### src/mdu_cfg.svh
`ifndef MDU_CFG_SVH
`define MDU_CFG_SVH
// ----------------------------------------
// timing figures, in milliseconds; clock rate in hertz
// ----------------------------------------
`define MDU_CLK_HZ 40000000
`define MDU_EXT_CYCLE_MS 9000
`define MDU_EXT_DELAY_MS 6000
`define MDU_STD_DELAY_MS 10000
`define MDU_TICK_MS 1
`define MDU_MS_PER_S 1000
`define MDU_MAX_STD_MS 1000000
// ----------------------------------------
// field codes
// ----------------------------------------
`define MDU_ROLE_SINGLE 2'h0
`define MDU_ROLE_MAIN 2'h1
`define MDU_ROLE_EXT 2'h2
`define MDU_MODE_FULL 2'h0
`define MDU_MODE_SEMI1 2'h1
`define MDU_MODE_SEMI2 2'h2
`define MDU_TW_OFF 2'h0
`define MDU_TW_LOCAL 2'h1
`define MDU_TW_CENTRAL 2'h2
`define MDU_TEL_DEACT_BIT 0
`endif

### src/mdu_pkg.sv
package mdu_pkg;
	typedef logic [1:0] mdu_role_t;
	typedef logic [1:0] mdu_mode_t;
	typedef logic [1:0] mdu_tw_t;
	// static configuration bundle
	typedef struct packed {
		mdu_role_t role;
		mdu_mode_t mode;
		mdu_tw_t twilight;
		logic light_ctrl_app;
	} mdu_cfg_t;
	// one-bit telegram inputs from the bus
	typedef struct packed {
		logic ext_motion;
		logic manual_on;
		logic manual_off;
		logic tw_deact;
	} mdu_tel_t;
	typedef enum logic [1:0] {
		MDU_IDLE = 2'b00,
		MDU_ACTIVE = 2'b01,
		MDU_LOCKED = 2'b11,
		MDU_WAIT_ON = 2'b10
	} mdu_state_t;
endpackage

### src/mdu_core.sv
//
// Functional notes
// - extensions send motion to main external input
// - only main or single unit drives actuator, off-brightness
// - twilight per unit, central, or disabled
// - main accepts external motion, twilight dependent
// - extension reports motion, never drives actuator
// - main deactivates extension twilight while lit
// - extension repeats motion at cycle time
// - extension delay defaults six seconds
// - retrigger sends no extra motion telegram
// - extension ignores external manual motion
// - three modes: full, semi one, two
// - external motion telegram gives motion impulse
// - manual on starts detection and delay
// - manual off ends detection, back idle
// - disable forces action until released
// - semi one ignores motion until manual on
// - semi one needs new on after end
// - semi two: no delay, manual off ends
// - semi two refused in light-control application
`timescale 1ns/100ps
`include "mdu_cfg.svh"

module mdu_core
	import mdu_pkg::*;
#(
	parameter int CLK_HZ = `MDU_CLK_HZ,
	parameter int TICK_CYCLES = (CLK_HZ / `MDU_MS_PER_S) * `MDU_TICK_MS,
	parameter int CYCLE_MS = `MDU_EXT_CYCLE_MS,
	parameter int EXT_DELAY_MS = `MDU_EXT_DELAY_MS,
	parameter int STD_DELAY_MS = `MDU_STD_DELAY_MS
) (
	// clock and reset
	input wire logic core_clk,
	input wire logic rst,
	// configuration
	input wire mdu_cfg_t cfg,
	input wire logic [15:0] extra_delay_ms,
	// sensor
	input wire logic pir_motion,
	input wire logic dark,
	input wire logic bright_off,
	// bus telegrams
	input wire mdu_tel_t tel,
	input wire logic disable_in,
	// outputs
	output logic start_tel,
	output logic end_tel,
	output logic actuator_on,
	output logic motion_tel,
	output logic tw_deact_out,
	output logic forced,
	output logic detecting
);
	localparam int CW = 32;
	localparam int NTEL = $bits(mdu_tel_t);

	// ----------------------------------------
	// parameter checks
	// ----------------------------------------
	// every timer reloads to at least one tick; zero would never expire
	if (TICK_CYCLES < 1) begin : g_bad_tick
		$error("mdu_core: tick length below one cycle");
	end
	if (CYCLE_MS < 1) begin : g_bad_cycle
		$error("mdu_core: cycle time below one tick");
	end
	if (EXT_DELAY_MS < 1) begin : g_bad_ext
		$error("mdu_core: extension delay below one tick");
	end
	if (STD_DELAY_MS < 1) begin : g_bad_std
		$error("mdu_core: standard delay below one tick");
	end
	// the main delay adds a 16-bit extra on top; keep headroom in the counters
	if (STD_DELAY_MS > `MDU_MAX_STD_MS) begin : g_bad_range
		$error("mdu_core: standard delay too long for the counters");
	end

	// ----------------------------------------
	// decoding helpers
	// ----------------------------------------
	function automatic logic is_ext(input mdu_role_t r);
		is_ext = (r == `MDU_ROLE_EXT);
	endfunction

	function automatic logic is_main(input mdu_role_t r);
		is_main = (r == `MDU_ROLE_MAIN);
	endfunction

	function automatic logic is_semi1(input mdu_mode_t m);
		is_semi1 = (m == `MDU_MODE_SEMI1);
	endfunction

	function automatic logic is_semi2(input mdu_mode_t m);
		is_semi2 = (m == `MDU_MODE_SEMI2);
	endfunction

	// semi two refused
	// light control owns the switch-off, so semi two falls back to full
	function automatic mdu_mode_t eff_mode(input mdu_mode_t m, input logic app);
		eff_mode = (is_semi2(m) && app) ? mdu_mode_t'(`MDU_MODE_FULL) : m;
	endfunction

	// ----------------------------------------
	// millisecond tick
	// ----------------------------------------
	logic [CW-1:0] pre_r;
	logic tick_r;
	always_ff @(posedge core_clk or posedge rst) begin
		if (rst) begin
			pre_r <= '0;
			tick_r <= 1'b0;
		end else if (pre_r == CW'(TICK_CYCLES - 1)) begin
			pre_r <= '0;
			tick_r <= 1'b1;
		end else begin
			pre_r <= pre_r + CW'(1);
			tick_r <= 1'b0;
		end
	end

	// ----------------------------------------
	// role and mode
	// ----------------------------------------
	logic ext_role, main_role, semi1_now, semi2_now;
	mdu_mode_t mode_eff;
	assign mode_eff = eff_mode(cfg.mode, cfg.light_ctrl_app);
	assign ext_role = is_ext(cfg.role);
	assign main_role = is_main(cfg.role);
	assign semi1_now = is_semi1(mode_eff);
	assign semi2_now = is_semi2(mode_eff);

	// ----------------------------------------
	// telegram gating
	// ----------------------------------------
	logic [NTEL-1:0] tel_g;
	mdu_tel_t tel_q;
	// extension refuses manual
	// an extension listens to the deactivation object only; the rest is main-unit input
	for (genvar gi = 0; gi < NTEL; gi++) begin : g_tel
		if (gi == `MDU_TEL_DEACT_BIT) begin : g_deact
			assign tel_g[gi] = tel[gi] && ext_role;
		end else begin : g_main
			assign tel_g[gi] = tel[gi] && !ext_role;
		end
	end
	assign tel_q = tel_g;

	// ----------------------------------------
	// qualification
	// ----------------------------------------
	logic tw_used, lit_ok, ext_q, motion_q, man_on, man_off, retrig;
	assign tw_used = (cfg.twilight != `MDU_TW_OFF) && !tel_q.tw_deact;
	assign lit_ok = !tw_used || dark;
	assign ext_q = tel_q.ext_motion;
	assign motion_q = (pir_motion || ext_q) && lit_ok;
	assign man_on = tel_q.manual_on;
	assign man_off = tel_q.manual_off;
	// central switch-off brightness
	// only a main or single unit weighs switch-off; an extension keeps retriggering
	assign retrig = (pir_motion || ext_q || man_on) && (ext_role || !bright_off);

	// ----------------------------------------
	// transitions
	// ----------------------------------------
	mdu_state_t state_r;
	logic [CW-1:0] delay_r, cyc_r, delay_ms;
	logic timed_out, go_start, go_end;
	assign delay_ms = ext_role ? CW'(EXT_DELAY_MS) : CW'(STD_DELAY_MS) + CW'(extra_delay_ms);
	assign timed_out = tick_r && (delay_r == CW'(1));
	assign go_start = !disable_in
		&& (((state_r == MDU_IDLE) && !semi1_now && (man_on || motion_q))
		|| ((state_r == MDU_WAIT_ON) && man_on));
	assign go_end = !disable_in && (state_r == MDU_ACTIVE)
		&& (man_off || (!semi2_now && timed_out));

	// ----------------------------------------
	// detection state
	// ----------------------------------------
	// disable forces lock
	always_ff @(posedge core_clk or posedge rst) begin
		if (rst) begin
			state_r <= MDU_IDLE;
		end else if (disable_in) begin
			state_r <= MDU_LOCKED;
		end else begin
			unique case (state_r)
			MDU_LOCKED: begin
				state_r <= semi1_now ? MDU_WAIT_ON : MDU_IDLE;
			end
			MDU_WAIT_ON: begin
				if (go_start) begin
					state_r <= MDU_ACTIVE;
				end else if (!semi1_now) begin
					state_r <= MDU_IDLE;
				end
			end
			MDU_IDLE: begin
				if (semi1_now) begin
					state_r <= MDU_WAIT_ON;
				end else if (go_start) begin
					state_r <= MDU_ACTIVE;
				end
			end
			MDU_ACTIVE: begin
				if (go_end) begin
					state_r <= semi1_now ? MDU_WAIT_ON : MDU_IDLE;
				end
			end
			endcase
		end
	end

	// ----------------------------------------
	// transmission delay
	// ----------------------------------------
	// a retrigger wins over a tick decrement in the same cycle, but a retrigger on the expiring tick still ends the delay through go_end
	always_ff @(posedge core_clk or posedge rst) begin
		if (rst) begin
			delay_r <= '0;
		end else if (disable_in || go_end) begin
			delay_r <= '0;
		end else if (go_start) begin
			delay_r <= semi2_now ? '0 : delay_ms;
		end else if ((state_r == MDU_ACTIVE) && !semi2_now) begin
			if (retrig) begin
				delay_r <= delay_ms;
			end else if (tick_r) begin
				delay_r <= delay_r - CW'(1);
			end
		end
	end

	// ----------------------------------------
	// start and end telegrams
	// ----------------------------------------
	always_ff @(posedge core_clk or posedge rst) begin
		if (rst) begin
			start_tel <= 1'b0;
			end_tel <= 1'b0;
		end else begin
			start_tel <= go_start;
			end_tel <= go_end;
		end
	end

	// no start or end telegram on disable; the forced action stands instead
	always_ff @(posedge core_clk or posedge rst) begin
		if (rst) begin
			detecting <= 1'b0;
		end else if (disable_in || go_end) begin
			detecting <= 1'b0;
		end else if (go_start) begin
			detecting <= 1'b1;
		end
	end

	// ----------------------------------------
	// outputs
	// ----------------------------------------
	// forced action
	always_ff @(posedge core_clk or posedge rst) begin
		if (rst) begin
			forced <= 1'b0;
		end else begin
			forced <= disable_in;
		end
	end

	always_ff @(posedge core_clk or posedge rst) begin
		if (rst) begin
			actuator_on <= 1'b0;
		end else begin
			actuator_on <= !ext_role && (disable_in || detecting);
		end
	end

	always_ff @(posedge core_clk or posedge rst) begin
		if (rst) begin
			tw_deact_out <= 1'b0;
		end else begin
			tw_deact_out <= main_role && (disable_in || detecting);
		end
	end

	// ----------------------------------------
	// extension motion telegrams
	// ----------------------------------------
	// cyclic motion telegram
	// retrigger sends nothing
	// a retrigger only reloads the delay, so no additional telegram goes out
	always_ff @(posedge core_clk or posedge rst) begin
		if (rst) begin
			cyc_r <= '0;
			motion_tel <= 1'b0;
		end else begin
			motion_tel <= 1'b0;
			if (ext_role && start_tel) begin
				motion_tel <= 1'b1;
				cyc_r <= CW'(CYCLE_MS);
			end else if (ext_role && detecting && tick_r) begin
				if (cyc_r <= CW'(1)) begin
					motion_tel <= 1'b1;
					cyc_r <= CW'(CYCLE_MS);
				end else begin
					cyc_r <= cyc_r - CW'(1);
				end
			end else if (!detecting) begin
				cyc_r <= '0;
			end
		end
	end
endmodule // mdu_core

### config.mk
export PLATFORM = sky130hd
export DESIGN_NAME = mdu_core
export DESIGN_NICKNAME = d
export VERILOG_FILES = /design/src/mdu_pkg.sv /design/src/mdu_core.sv
export VERILOG_INCLUDE_DIRS = /design/src
export SDC_FILE = /design/constraint.sdc
export NUM_CORES = 1
export LEC_CHECK = 0
export ABC_AREA = 1
export BUFFER_PORTS_ARGS = -buffer_cell sky130_fd_sc_hd__clkbuf_2
export CAP_MARGIN = 20
export CORE_MARGIN = 2
export CORE_UTILIZATION = 40
export CTS_CLUSTER_DIAMETER = 120
export DETAILED_ROUTE_END_ITERATION = 16
export GPL_TIMING_DRIVEN = 0
export PLACE_DENSITY = 0.61
export SLEW_MARGIN = 40
export SYNTH_ARGS = -nofsm -noshare
export SYNTH_HDL_FRONTEND = slang
export SYNTH_SLANG_ARGS = --single-unit
### constraint.sdc
create_clock -name core_clk -period 4.28 [get_ports core_clk]
set_input_delay 0.856 -clock core_clk [delete_from_list [all_inputs] [get_ports core_clk]]
set_output_delay 0.856 -clock core_clk [all_outputs]
set_load 0.01 [all_outputs]
==> load_flow_metrics.sql, run 1 <==
INSERT INTO impl_metrics (metric_group, metric, value, unit) VALUES
('final_layout', 'multi_input_gate_area_in_the_final_layout', '4140', 'um2'),
('logic_synthesis', 'avg_synthesized_cell_area', '6.84', 'um2'),
('final_layout', 'final.fill_count', '1832', ''),
('pwr', 'power.share.sequential', '37.1', '%'),
('place', 'port_buffers', '39', ''),
('grt', 'number_of_global_route_vias_before_repair', '6657', ''),
('setup_path', 'critical_path_peak_fanout', '10', ''),
('logic_synthesis', 'synth_warnings', '0', ''),
('logic_synthesis', 'synthDistinctLibCells', '45', ''),
('logic_synthesis', 'share_of_the_yosys_chip_area_belonging_to_registers', '35.8', '%'),
('pwr', 'net-switching-power', '0.00125', 'W'),
('setup_path', 'worstSetupEndpointType', 'flip-flop', ''),
('setup_path', 'timing.critical_path.cells', 'clkbuf_2 -> nand2_4 -> inv_2 -> nand2_1 -> nand3_1 -> nand2_1 -> nand2_2 -> nand2_1 -> clkbuf_1 -> o211ai_1 -> nand4_2 -> nand2_1', ''),
('place', 'gp_congestion', '0.948', ''),
('setup_path', 'crit_path_start_kind', 'input port', ''),
('pwr', 'p_per_area', '380', 'nW/um2'),
('sta', 'maxSlewHeadroom', '57.3', '%'),
('clocking', 'tritoncts_clock_tree', 'done', ''),
('pwr', 'ir_worst_vdd', '0.213', 'mV'),
('logic_synthesis', 'mappedNetlistNets', '1122', ''),
('final_layout', 'layout-area-overhead-vs-synth', '10.8', '%'),
('clocking', 'root_buffer', 'sky130_fd_sc_hd__clkbuf_16', ''),
('logic_synthesis', 'synth.cell_area', '7410', 'um2'),
('clocking', 'cts_buffer_depth', '2', ''),
('pwr', 'intPower', '0.00187', 'W'),
('route', 'post-route-drc-count', '3', ''),
('route', 'drt_pass1_iterations', '14', ''),
('sta', 'minimum_clock_period', '2260', 'ps'),
('sta', 'grt_setup_unrepaired', 'no', ''),
('final_layout', 'n_antenna_cell', '0', ''),
('route', 'detailed_route_wl', '19800', 'um'),
('sta', 'layout_worst_path_cycle_share', '52.8', '%'),
('clocking', 'cts_resized', '0', ''),
('pwr', 'share_comb_of_total_power', '36.7', '%'),
('setup_path', 'cpPeakStageDelay', '420', 'ps'),
('final_layout', 'area.sequential', '2650', 'um2'),
('sta', 'final.setup.worst_slack', '2020', 'ps'),
('route', 'post_drt_wl_per_cell', '14.5', 'um'),
('clocking', 'cts_hold_buf', '0', ''),
('place', 'placed_cell_area', '7930', 'um2'),
('clocking', 'clk-insertion-delay-late', '360', 'ps'),
('die', 'core', '18100', 'um2'),
('grt', 'antenna_found_initial', '0', ''),
('setup_path', 'path_delay_family', 'simple AND/OR/NAND/NOR gates', ''),
('pwr', 'cellLeakagePower', '4.30', 'nW'),
('sta', 'skew', '9.65', 'ps'),
('logic_synthesis', 'yosys.area.top_type_share', '35.8', '%'),
('die', 'initial_utilization', '41.0', '%'),
('die', 'floorplan.io_pins', '40', ''),
('status', 'violations', 'design-rule violations', ''),
('die', 'die_area', '19600', 'um2'),
('grt', 'grt_pass1_wl', '33700', 'um'),
('clocking', 'cts_setup_buffers', '0', ''),
('logic_synthesis', 'mapped_cells', '1083', ''),
('grt', 'grt_start_max_net_pins', '62', ''),
('setup_path', 'path_common_cell', 'sky130_fd_sc_hd__nand2_1', ''),
('clocking', 'clock_tree.htree_level_count', '3', ''),
('clocking', 'cts.clk_slew.worst_paths', '70', 'ps'),
('final_layout', 'num-nets-final', '1173', ''),
('logic_synthesis', 'synth_area_leader_cell', 'sky130_fd_sc_hd__dfrtp_1', ''),
('job', 'max-cap-violations', '0', ''),
('setup_path', 'cp_slowest_cell', 'sky130_fd_sc_hd__clkbuf_1', ''),
('setup_path', 'timing.reg2reg.setup_slack', '2070', 'ps'),
('clocking', 'cts-buffers-inserted', '9', ''),
('die', 'std_cell_rows', '49', ''),
('final_layout', 'final_layout_size_suffix_gt1_share', '10.3', '%'),
('route', 'drtIter0Drc', '569', ''),
('setup_path', 'setup.worst_path.class', 'in -> reg', ''),
('status', 'run_status', 'complete, but fails checks', ''),
('pwr', 'p_clk_share', '26.2', '%'),
('setup_path', 'critPathBufInv', '3', '');
==> synth_stat cells (all sizes together) <==
| cell | number |
|---|---|
| and3 | 1 |
| o22ai | 2 |
| inv | 123 |
| nor3b | 2 |
| nand2 | 278 |
| or2 | 5 |
| o211ai | 8 |
| nand3 | 126 |
| nor2 | 190 |
| ha | 6 |
| xor2 | 47 |
| o311ai | 1 |
| buf | 16 |
| o21a | 1 |
| nor4 | 11 |
| and2 | 2 |
| o221ai | 2 |
| nor3 | 30 |
| clkbuf | 10 |
| nand4 | 43 |
| nand3b | 7 |
| a21oi | 12 |
| o21bai | 2 |
| dfrtp | 106 |
| nor4b | 1 |
| o21ai | 41 |
| xnor2 | 10 |
==> cell usage in the layout (no fill, tap or decap), types with 10 or more instances in the layout <==
cell,instances
sky130_fd_sc_hd__xnor2_1,10
sky130_fd_sc_hd__o21ai_0,38
sky130_fd_sc_hd__dfrtp_1,106
sky130_fd_sc_hd__clkbuf_1,10
sky130_fd_sc_hd__nor2_1,182
sky130_fd_sc_hd__nand4_1,33
sky130_fd_sc_hd__nand4_2,10
sky130_fd_sc_hd__nand3_1,124
sky130_fd_sc_hd__clkbuf_2,39
sky130_fd_sc_hd__nor4_1,11
sky130_fd_sc_hd__nor3_1,29
sky130_fd_sc_hd__a21oi_1,11
sky130_fd_sc_hd__nand2_1,267
sky130_fd_sc_hd__xor2_1,47
sky130_fd_sc_hd__inv_1,116
==> path summary, 6_finish.rpt <==
path | from | to | cells after the start
min | rst | cyc_r[25] | 2
min reg2reg | pre_r[10] | pre_r[10] | 1
max | cfg[6] | delay_r[0] | 12
min in group core_clk | pre_r[10] | pre_r[10] | 1
max reg2reg | delay_r[0] | delay_r[26] | 10
max in group asynchronous | rst | delay_r[21] | 3
==> power by group through the flow <==
| stage | clock network [W] | logic [W] | registers [W] |
|---|---|---|---|
| 6_report | 0.000818 | 0.00115 | 0.00116 |
| 5_1_grt | 0.000887 | 0.00131 | 0.00117 |
| 4_1_cts | 0.000850 | 0.00114 | 0.00115 |
| 3_5_place_dp | 0 | 0.00113 | 0.00117 |
| 3_3_place_gp | 0 | 0.00112 | 0.00117 |
| 2_1_floorplan | 0 | 0.000876 | 0.00115 |
==> state kept, by name (all words and copies together) (netlist names), 2 cells and up <==
name / flops
cyc_r: 32
pre_r: 32
state_r: 2
delay_r: 32
==> layer usage <==
layer | global-route usage, % | share of wire (%) | vias up
met5 | 0 | 0 | -
met4 | 6.65 | 2.2 | 0
met3 | 3.45 | 5.1 | 25
met2 | 32.9 | 43 | 178
met1 | 30.7 | 50 | 3224
li1 | - | - | 3612
==> layout make-up <==
cell class              instances  area share (%)
plain buffers                  26            1.87
clock buffers                   9            2.74
clock inverters                 7           0.716
inverters                     123            5.71
multi-input cells             828            50.4
flip-flops and latches        106            32.3
well taps                     229            3.49
repair buffers                 40            2.71
==> cell families (layout without fill, tap and decap cells) <==
family / count (synthesis) / after routing / synth area share, %
buffers and inverters: 149 / 205 / 8.31
adders and majority gates: 6 / 6 / 1.01
xor gates and xnor gates: 57 / 57 / 6.74
AOI/OAI and AO/OA: 69 / 69 / 5.42
DFF: 106 / 106 / 35.8
and+or+nand+nor: 696 / 696 / 42.7
==> stage by stage <==
step / std cells / hold WS, ps / TNS [ps] / util (%)
after floorplan: 1083 / 455 / 0 / -
after global placement: 1351 / 485 / -84760 / 43.6
after detailed placement: 1352 / 486 / 0 / 43.8
after CTS: 1368 / 485 / 0 / 45.4
after global routing: 1368 / 501 / 0 / 45.4
final: 1368 / 483 / 0 / 45.4
Power figures use the tool's default switching activity.
==> run 2: changes to the inputs <==
Settings changed: ABC_AREA 1 to 0, PLACE_DENSITY 0.61 to 0.62.
Clock period 4.28 ns to 2.22 ns, I/O delays scaled along.
==> load_flow_metrics.sql, run 2 <==
INSERT INTO impl_metrics (metric_group, metric, value, unit) VALUES
('grt', 'grt_start_max_net_pins', '26', ''),
('die', 'std_cell_rows', '44', ''),
('place', 'port_buffers', '39', ''),
('route', 'post_drt_wl_per_cell', '17.3', 'um'),
('route', 'detailed_route_wl', '16700', 'um'),
('grt', 'overflow', '0', ''),
('clocking', 'root_buffer', 'sky130_fd_sc_hd__clkbuf_16', ''),
('logic_synthesis', 'ys_seq_elements', '106', ''),
('clocking', 'clock_tree.htree_level_count', '3', ''),
('clocking', 'cts.clk_slew.worst_paths', '70', 'ps'),
('sta', 'grt_setup_unrepaired', 'yes', ''),
('die', 'floorplan.io_pins', '40', ''),
('pwr', 'p_per_area', '675', 'nW/um2'),
('pwr', 'cellLeakagePower', '3.51', 'nW'),
('logic_synthesis', 'cell_with_the_most_instances_after_synthesis', 'sky130_fd_sc_hd__dfrtp_1', ''),
('setup_path', 'setup.worst_path.class', 'reg -> reg', ''),
('final_layout', 'num-nets-final', '813', ''),
('logic_synthesis', 'yosys.area.top_type_share', '44.0', '%'),
('final_layout', 'layout_common_cells', 'sky130_fd_sc_hd__dfrtp_1 (103), sky130_fd_sc_hd__nor2_1 (70), sky130_fd_sc_hd__nand2_1 (63), sky130_fd_sc_hd__clkbuf_2 (43), sky130_fd_sc_hd__nor3_1 (34)', ''),
('logic_synthesis', 'avg_synthesized_cell_area', '8.79', 'um2'),
('clocking', 'cts-buffers-inserted', '9', ''),
('setup_path', 'cpPeakStageDelay', '530', 'ps'),
('sta', 'hold_viol_final', '0', ''),
('setup_path', 'cp_data_required_time', '2460', 'ps'),
('setup_path', 'critical_path_peak_fanout', '7', ''),
('logic_synthesis', 'mappedNetlistNets', '725', ''),
('logic_synthesis', 'synthDistinctLibCells', '68', ''),
('logic_synthesis', 'synth_area_leader_cell', 'sky130_fd_sc_hd__dfrtp_1', ''),
('die', 'dieWidth', '127', 'um'),
('grt', 'gr-usage-all-layers', '20.6', '%'),
('logic_synthesis', 'synth.cell_area', '6030', 'um2'),
('final_layout', 'n_antenna_cell', '0', ''),
('logic_synthesis', 'synth-edff-count', '0', ''),
('job', 'max-cap-violations', '0', ''),
('final_layout', 'layout-area-overhead-vs-synth', '28.8', '%'),
('final_layout', 'final_core_util', '53.1', '%'),
('logic_synthesis', 'async_set_reset_flop_share_out_of_synthesis', '100', '%'),
('route', 'drt_pass1_iterations', '5', ''),
('grt', 'grt_pass1_wl', '27000', 'um'),
('setup_path', 'cp_slowest_cell', 'sky130_fd_sc_hd__or4_4', ''),
('sta', 'maxSlewHeadroom', '47.6', '%'),
('status', 'run_status', 'complete, but fails checks', ''),
('setup_path', 'timing.reg2reg.setup_slack', '-300', 'ps'),
('final_layout', 'final_layout_size_suffix_gt1_share', '26.0', '%'),
('die', 'initial_utilization', '41.2', '%'),
('setup_path', 'timing.critical_path.cells', 'or4_4 -> or3_4 -> nand4b_4 -> o31a_1 -> and2_4 -> clkbuf_16 -> o21ai_1 -> o41ai_1', ''),
('logic_synthesis', 'ys.flop_type', 'sky130_fd_sc_hd__dfrtp_1', ''),
('grt', 'number_of_global_route_vias_before_repair', '5433', ''),
('clocking', 'cts_buffer_depth', '2', ''),
('sta', 'slew_viol_final', '0', ''),
('route', 'drtIter0Drc', '432', ''),
('logic_synthesis', 'synth_warnings', '0', ''),
('route', 'routed_via_density', '5.88', ''),
('sta', 'final.setup.worst_slack', '-304', 'ps'),
('final_layout', 'final.fill_count', '1309', ''),
('worst_hold_path', 'holdCritPathClass', 'in -> async', ''),
('logic_synthesis', 'synth_common_cells', 'sky130_fd_sc_hd__dfrtp_1 (106), sky130_fd_sc_hd__nor2_1 (76), sky130_fd_sc_hd__nand2_1 (69)', ''),
('clocking', 'clk-insertion-delay-late', '360', 'ps'),
('die', 'die_height', '127', 'um'),
('clocking', 'clock_sink_count', '106', ''),
('final_layout', 'final_common_cell', 'sky130_fd_sc_hd__dfrtp_1', ''),
('sta', 'slew_at_the_pin_with_the_worst_max_slew_slack', '778', 'ps'),
('sta', 'setup-violations-final', '37', ''),
('final_layout', 'biggestRegsByFlops', 'cyc_r: 32 flops, delay_r: 32 flops, pre_r: 32 flops', ''),
('sta', 'layout_worst_path_cycle_share', '114', '%'),
('route', 'vias', '5659', ''),
('grt', 'antenna_found_initial', '0', ''),
('logic_synthesis', 'share_of_the_yosys_chip_area_belonging_to_registers', '44.0', '%'),
('pwr', 'power', '0.00525', 'W'),
('status', 'violations', 'negative setup slack', ''),
('die', 'die_area', '16100', 'um2'),
('pwr', 'ir_worst_vdd', '0.421', 'mV'),
('place', 'gp_congestion', '0.871', ''),
('sta', 'fmaxAchievable', '396', 'MHz'),
('logic_synthesis', 'mapped_cells', '686', ''),
('route', 'ant_nets', '0', ''),
('sta', 'skew', '7.26', 'ps'),
('place', 'detailed_place_hpwl', '11100', 'um'),
('route', 'post-route-drc-count', '0', ''),
('setup_path', 'crit_path_start_kind', 'flip-flop', ''),
('die', 'core', '14600', 'um2'),
('logic_synthesis', 'netlist_top_cells_area', 'sky130_fd_sc_hd__dfrtp_1 (44%), sky130_fd_sc_hd__nor2_1 (4.7%), sky130_fd_sc_hd__o21ai_0 (4.6%)', ''),
('sta', 'minimum_clock_period', '2520', 'ps'),
('setup_path', 'worstSetupEndpointType', 'flip-flop', ''),
('setup_path', 'crit_arrival', '2770', 'ps'),
('clocking', 'tritoncts_clock_tree', 'done', '');
## run 2: changes by cell type after synthesis, sizes merged, moves of 17 or more
cell	before	now
nand3	126	34
nand4	43	9
nor2	190	77
nand2	278	69
a21oi	12	35
xor2	47	25
xnor2	10	27
inv	123	15
## run 2: metal layers
layer	share of wire (%)	global-route usage [%]
met1	45	28.4
met2	48	32.8
met3	5.5	3.96
met4	1.9	6.66
met5	0	0
## run 2: cell type report
cell class,count,area [um2],area share [%]
inverters,15,60.1,0.773
multi-input cells,540,3670,47.2
plain buffers,22,198,2.54
well taps,184,230,2.96
flip-flops and latches,106,2660,34.2
clock buffers,10,239,3.08
clock inverters,5,62.6,0.805
repair buffers,80,656,8.44
## run 2: critical path, delay by kind of cell (launching register included)
family / cells / cell delay (ps)
simple gates: 4 / 1320
compound gates: 3 / 530
flops: 1 / 380
buf+inv: 1 / 170
## run 2: cells by family after synthesis
| family | count (synthesis) | share of synthesized area, % |
|---|---|---|
| adder cells (fa/ha/maj) | 6 | 1.24 |
| XOR/XNOR | 52 | 7.55 |
| buffers and inverters | 40 | 2.74 |
| AND/OR/NAND/NOR | 327 | 28.1 |
| AO/OA/AOI/OAI | 155 | 16.4 |
| flip-flops | 106 | 44.0 |
## run 2: report_power, final
group	internal, W	switching, W	leakage (nW)	total (W)
sequential	0.00203	0.000131	1.43	0.00216
clock	0.000910	0.000772	0.147	0.00168
combinational	0.000604	0.000801	1.93	0.00141
## run 2: metrics by stage
step / hold WS (ps) / std cells / area, um2 / setup WS, ps / setup TNS [ps]
3_5_place_dp: 457 / 914 / 6660 / -722 / -37240
3_3_place_gp: 464 / 909 / 6510 / -711 / -60210
6_report: 73.7 / 962 / 7770 / -304 / -8140
2_1_floorplan: 443 / 686 / 6090 / -246 / -5040
4_1_cts: 80.7 / 948 / 7410 / -362 / -10120
5_1_grt: 93.8 / 962 / 7770 / -414 / -11400
## run 2: final timing paths
kind,startpoint,to,cells after the start
worst max-delay path,delay_r[27],delay_r[17],8
worst min-delay path,rst,delay_r[26],2
worst max register to register,delay_r[27],delay_r[17],8
worst min register to register,pre_r[31],pre_r[31],1
max in group asynchronous,rst,pre_r[31],4
min in group core_clk,cfg[6],tw_deact_out,2
## run 2: repair_timing
action	in CTS	in global routing
pin swaps	18	26
setup endpoints to repair	72	73
gates cloned	2	2
buffers inserted	19	13
gates resized for setup	78	52
hold endpoints to repair	0	0
hold buffers	0	0
==> run 3: changes to the inputs <==
Settings changed: CORE_UTILIZATION 40 to 61, GPL_TIMING_DRIVEN 0 to 1, PLACE_DENSITY 0.62 to 0.85.
==> load_flow_metrics.sql, run 3 (synthesis results as in run 2) <==
INSERT INTO impl_metrics (metric_group, metric, value, unit) VALUES
('clocking', 'cts.clk_slew.worst_paths', '100', 'ps'),
('job', 'max-cap-violations', '0', ''),
('setup_path', 'cp_data_required_time', '2480', 'ps'),
('clocking', 'tritoncts_clock_tree', 'done', ''),
('sta', 'skew', '9.70', 'ps'),
('sta', 'final.setup.worst_slack', '-384', 'ps'),
('final_layout', 'biggestRegsByFlops', 'cyc_r: 32 flops, delay_r: 32 flops, pre_r: 32 flops', ''),
('setup_path', 'rr_endpoint', 'delay_r[14]', ''),
('sta', 'hold-worst-slack', '189', 'ps'),
('setup_path', 'crit_path_start_kind', 'flip-flop', ''),
('clocking', 'clock_tree.htree_level_count', '3', ''),
('place', 'detailed_place_hpwl', '11700', 'um'),
('sta', 'slew_at_the_pin_with_the_worst_max_slew_slack', '566', 'ps'),
('pwr', 'cellLeakagePower', '3.80', 'nW'),
('sta', 'setup-violations-final', '54', ''),
('setup_path', 'worstSetupEndpointType', 'flip-flop', ''),
('die', 'initial_utilization', '62.3', '%'),
('status', 'run_status', 'complete, but fails checks', ''),
('grt', 'number_of_global_route_vias_before_repair', '5991', ''),
('final_layout', 'n_antenna_cell', '0', ''),
('route', 'detailed_route_wl', '18700', 'um'),
('route', 'ant_nets', '0', ''),
('place', 'gp_congestion', '0.923', ''),
('route', 'vias', '6393', ''),
('final_layout', 'final.fill_count', '531', ''),
('route', 'post-route-drc-count', '0', ''),
('setup_path', 'cp_slowest_cell', 'sky130_fd_sc_hd__or4_4', ''),
('final_layout', 'layout_common_cells', 'sky130_fd_sc_hd__buf_4 (121), sky130_fd_sc_hd__dfrtp_1 (106), sky130_fd_sc_hd__nor2_1 (73), sky130_fd_sc_hd__nand2_1 (64), sky130_fd_sc_hd__clkbuf_2 (39)', ''),
('route', 'drt_pass1_iterations', '7', ''),
('die', 'std_cell_rows', '36', ''),
('pwr', 'ir_worst_vdd', '0.461', 'mV'),
('pwr', 'power', '0.00494', 'W'),
('setup_path', 'cpPeakStageDelay', '550', 'ps'),
('final_layout', 'area.sequential', '2650', 'um2'),
('place', 'pre_cts_slack', '-352', 'ps'),
('setup_path', 'worst_reg2reg_path_startpoint', 'delay_r[27]', ''),
('clocking', 'root_buffer', 'sky130_fd_sc_hd__clkbuf_8', ''),
('worst_hold_path', 'holdCritPathClass', 'in -> async', ''),
('setup_path', 'timing.critical_path.cells', 'or4_4 -> or3_4 -> nand4b_4 -> o31ai_4 -> buf_4 -> buf_8 -> nor3_1 -> o21ai_2 -> o31ai_1', ''),
('setup_path', 'crit_arrival', '2870', 'ps'),
('route', 'drtIter0Drc', '568', ''),
('clocking', 'cts_buffer_depth', '2', ''),
('route', 'post_drt_wl_per_cell', '19.0', 'um'),
('setup_path', 'setup.worst_path.class', 'reg -> reg', ''),
('setup_path', 'timing.reg2reg.setup_slack', '-380', 'ps'),
('final_layout', 'final_layout_size_suffix_gt1_share', '31.9', '%'),
('grt', 'grt_pass1_wl', '28300', 'um'),
('final_layout', 'layout-area-overhead-vs-synth', '32.7', '%'),
('die', 'floorplan.io_pins', '40', ''),
('die', 'die_height', '103', 'um'),
('route', 'routed_via_density', '6.49', ''),
('final_layout', 'final_common_cell', 'sky130_fd_sc_hd__buf_4', ''),
('setup_path', 'path_delay_family', 'simple AND/OR/NAND/NOR gates', ''),
('place', 'port_buffers', '39', ''),
('die', 'dieWidth', '103', 'um'),
('grt', 'antenna_found_initial', '0', ''),
('final_layout', 'multi_input_gate_area_in_the_final_layout', '3620', 'um2'),
('die', 'die_area', '10700', 'um2'),
('sta', 'maxSlewHeadroom', '62.3', '%'),
('clocking', 'cts-buffers-inserted', '9', ''),
('grt', 'overflow', '0', ''),
('sta', 'layout_worst_path_cycle_share', '117', '%'),
('sta', 'minimum_clock_period', '2600', 'ps'),
('sta', 'slew_viol_final', '0', ''),
('sta', 'hold_viol_final', '0', ''),
('status', 'violations', 'negative setup slack', ''),
('sta', 'tns', '-9530', 'ps'),
('sta', 'fmaxAchievable', '384', 'MHz'),
('die', 'core', '9680', 'um2'),
('setup_path', 'critPathBufInv', '2', ''),
('setup_path', 'number_of_cells_traversed_by_the_worst_register_to_register_path', '9', ''),
('setup_path', 'critical_path_peak_fanout', '9', ''),
('pwr', 'p_per_area', '617', 'nW/um2'),
('sta', 'grt_setup_unrepaired', 'yes', ''),
('clocking', 'clk-insertion-delay-late', '390', 'ps'),
('clocking', 'clock_sink_count', '106', ''),
('final_layout', 'num-nets-final', '886', ''),
('grt', 'grt_start_max_net_pins', '107', ''),
('grt', 'gr-usage-all-layers', '33.7', '%');
==> run 3: cell count changes in the layout (fill, tap and decap cells not counted), moves of 4 or more <==
cell	before	now
sky130_fd_sc_hd__clkbuf_16	13	0
sky130_fd_sc_hd__o21ai_4	0	4
sky130_fd_sc_hd__clkbuf_2	43	39
sky130_fd_sc_hd__clkbuf_1	8	2
sky130_fd_sc_hd__nor4_4	8	2
sky130_fd_sc_hd__clkbuf_8	3	10
sky130_fd_sc_hd__nor4_2	2	7
sky130_fd_sc_hd__buf_4	31	121
==> run 3: what timing repair did <==
item / in CTS / in global routing
hold buffers: 0 / 0
buffers inserted: 8 / 6
resized for setup: 54 / 54
gates cloned: 2 / 0
pin swaps: 21 / 17
setup endpoints to repair: 41 / 59
==> run 3: power by group <==
part	total (W)	leakage [nW]	internal, W	switching [W]
clock network	0.00116	0.0847	0.000451	0.000706
registers	0.00210	1.43	0.00203	0.0000770
logic	0.00168	2.28	0.000749	0.000934
==> run 3: metrics by stage <==
step	utilization (%)	instances	area, um2
after floorplan	-	686	6090
after global placement	75.3	956	7290
after detailed placement	75.3	956	7290
after CTS	79.8	982	7730
after global routing	82.7	985	8010
final	82.7	985	8010
==> run 3: per-layer routing <==
layer | vias up | track usage [%] | wire length [um]
li1 | 2816 | - | -
met1 | 3015 | 44.5 | 7140
met2 | 462 | 54.4 | 9030
met3 | 100 | 5.91 | 1660
met4 | 0 | 15.8 | 877
met5 | - | 0 | 0
==> run 3: area by class of cell <==
cell class | instances | area share, %
clock buffers | 12 | 1.81
flip-flops and latches | 106 | 33.1
multi-input cells | 540 | 45.2
repair buffers | 175 | 16.6
well taps | 133 | 2.08
clock inverters | 4 | 0.437
inverters | 15 | 0.750
==> run 3: tightest hold or removal path: stages <==
cell and delay [ps]:
sky130_fd_sc_hd__clkbuf_2 100, sky130_fd_sc_hd__clkinvlp_4 80, sky130_fd_sc_hd__buf_12 410
==> run 3: worst max-delay path by stage <==
stage                            from           to  slack [ps]  cells after the start
after floorplan           delay_r[25]  delay_r[15]        -250                      7
after global placement         cfg[5]  delay_r[18]        -250                      9
after detailed placement  delay_r[27]  delay_r[28]        -350                      8
after CTS                 delay_r[27]   delay_r[2]        -330                      7
after global routing      delay_r[27]  delay_r[14]        -480                      9
final                     delay_r[27]  delay_r[14]        -380                      9
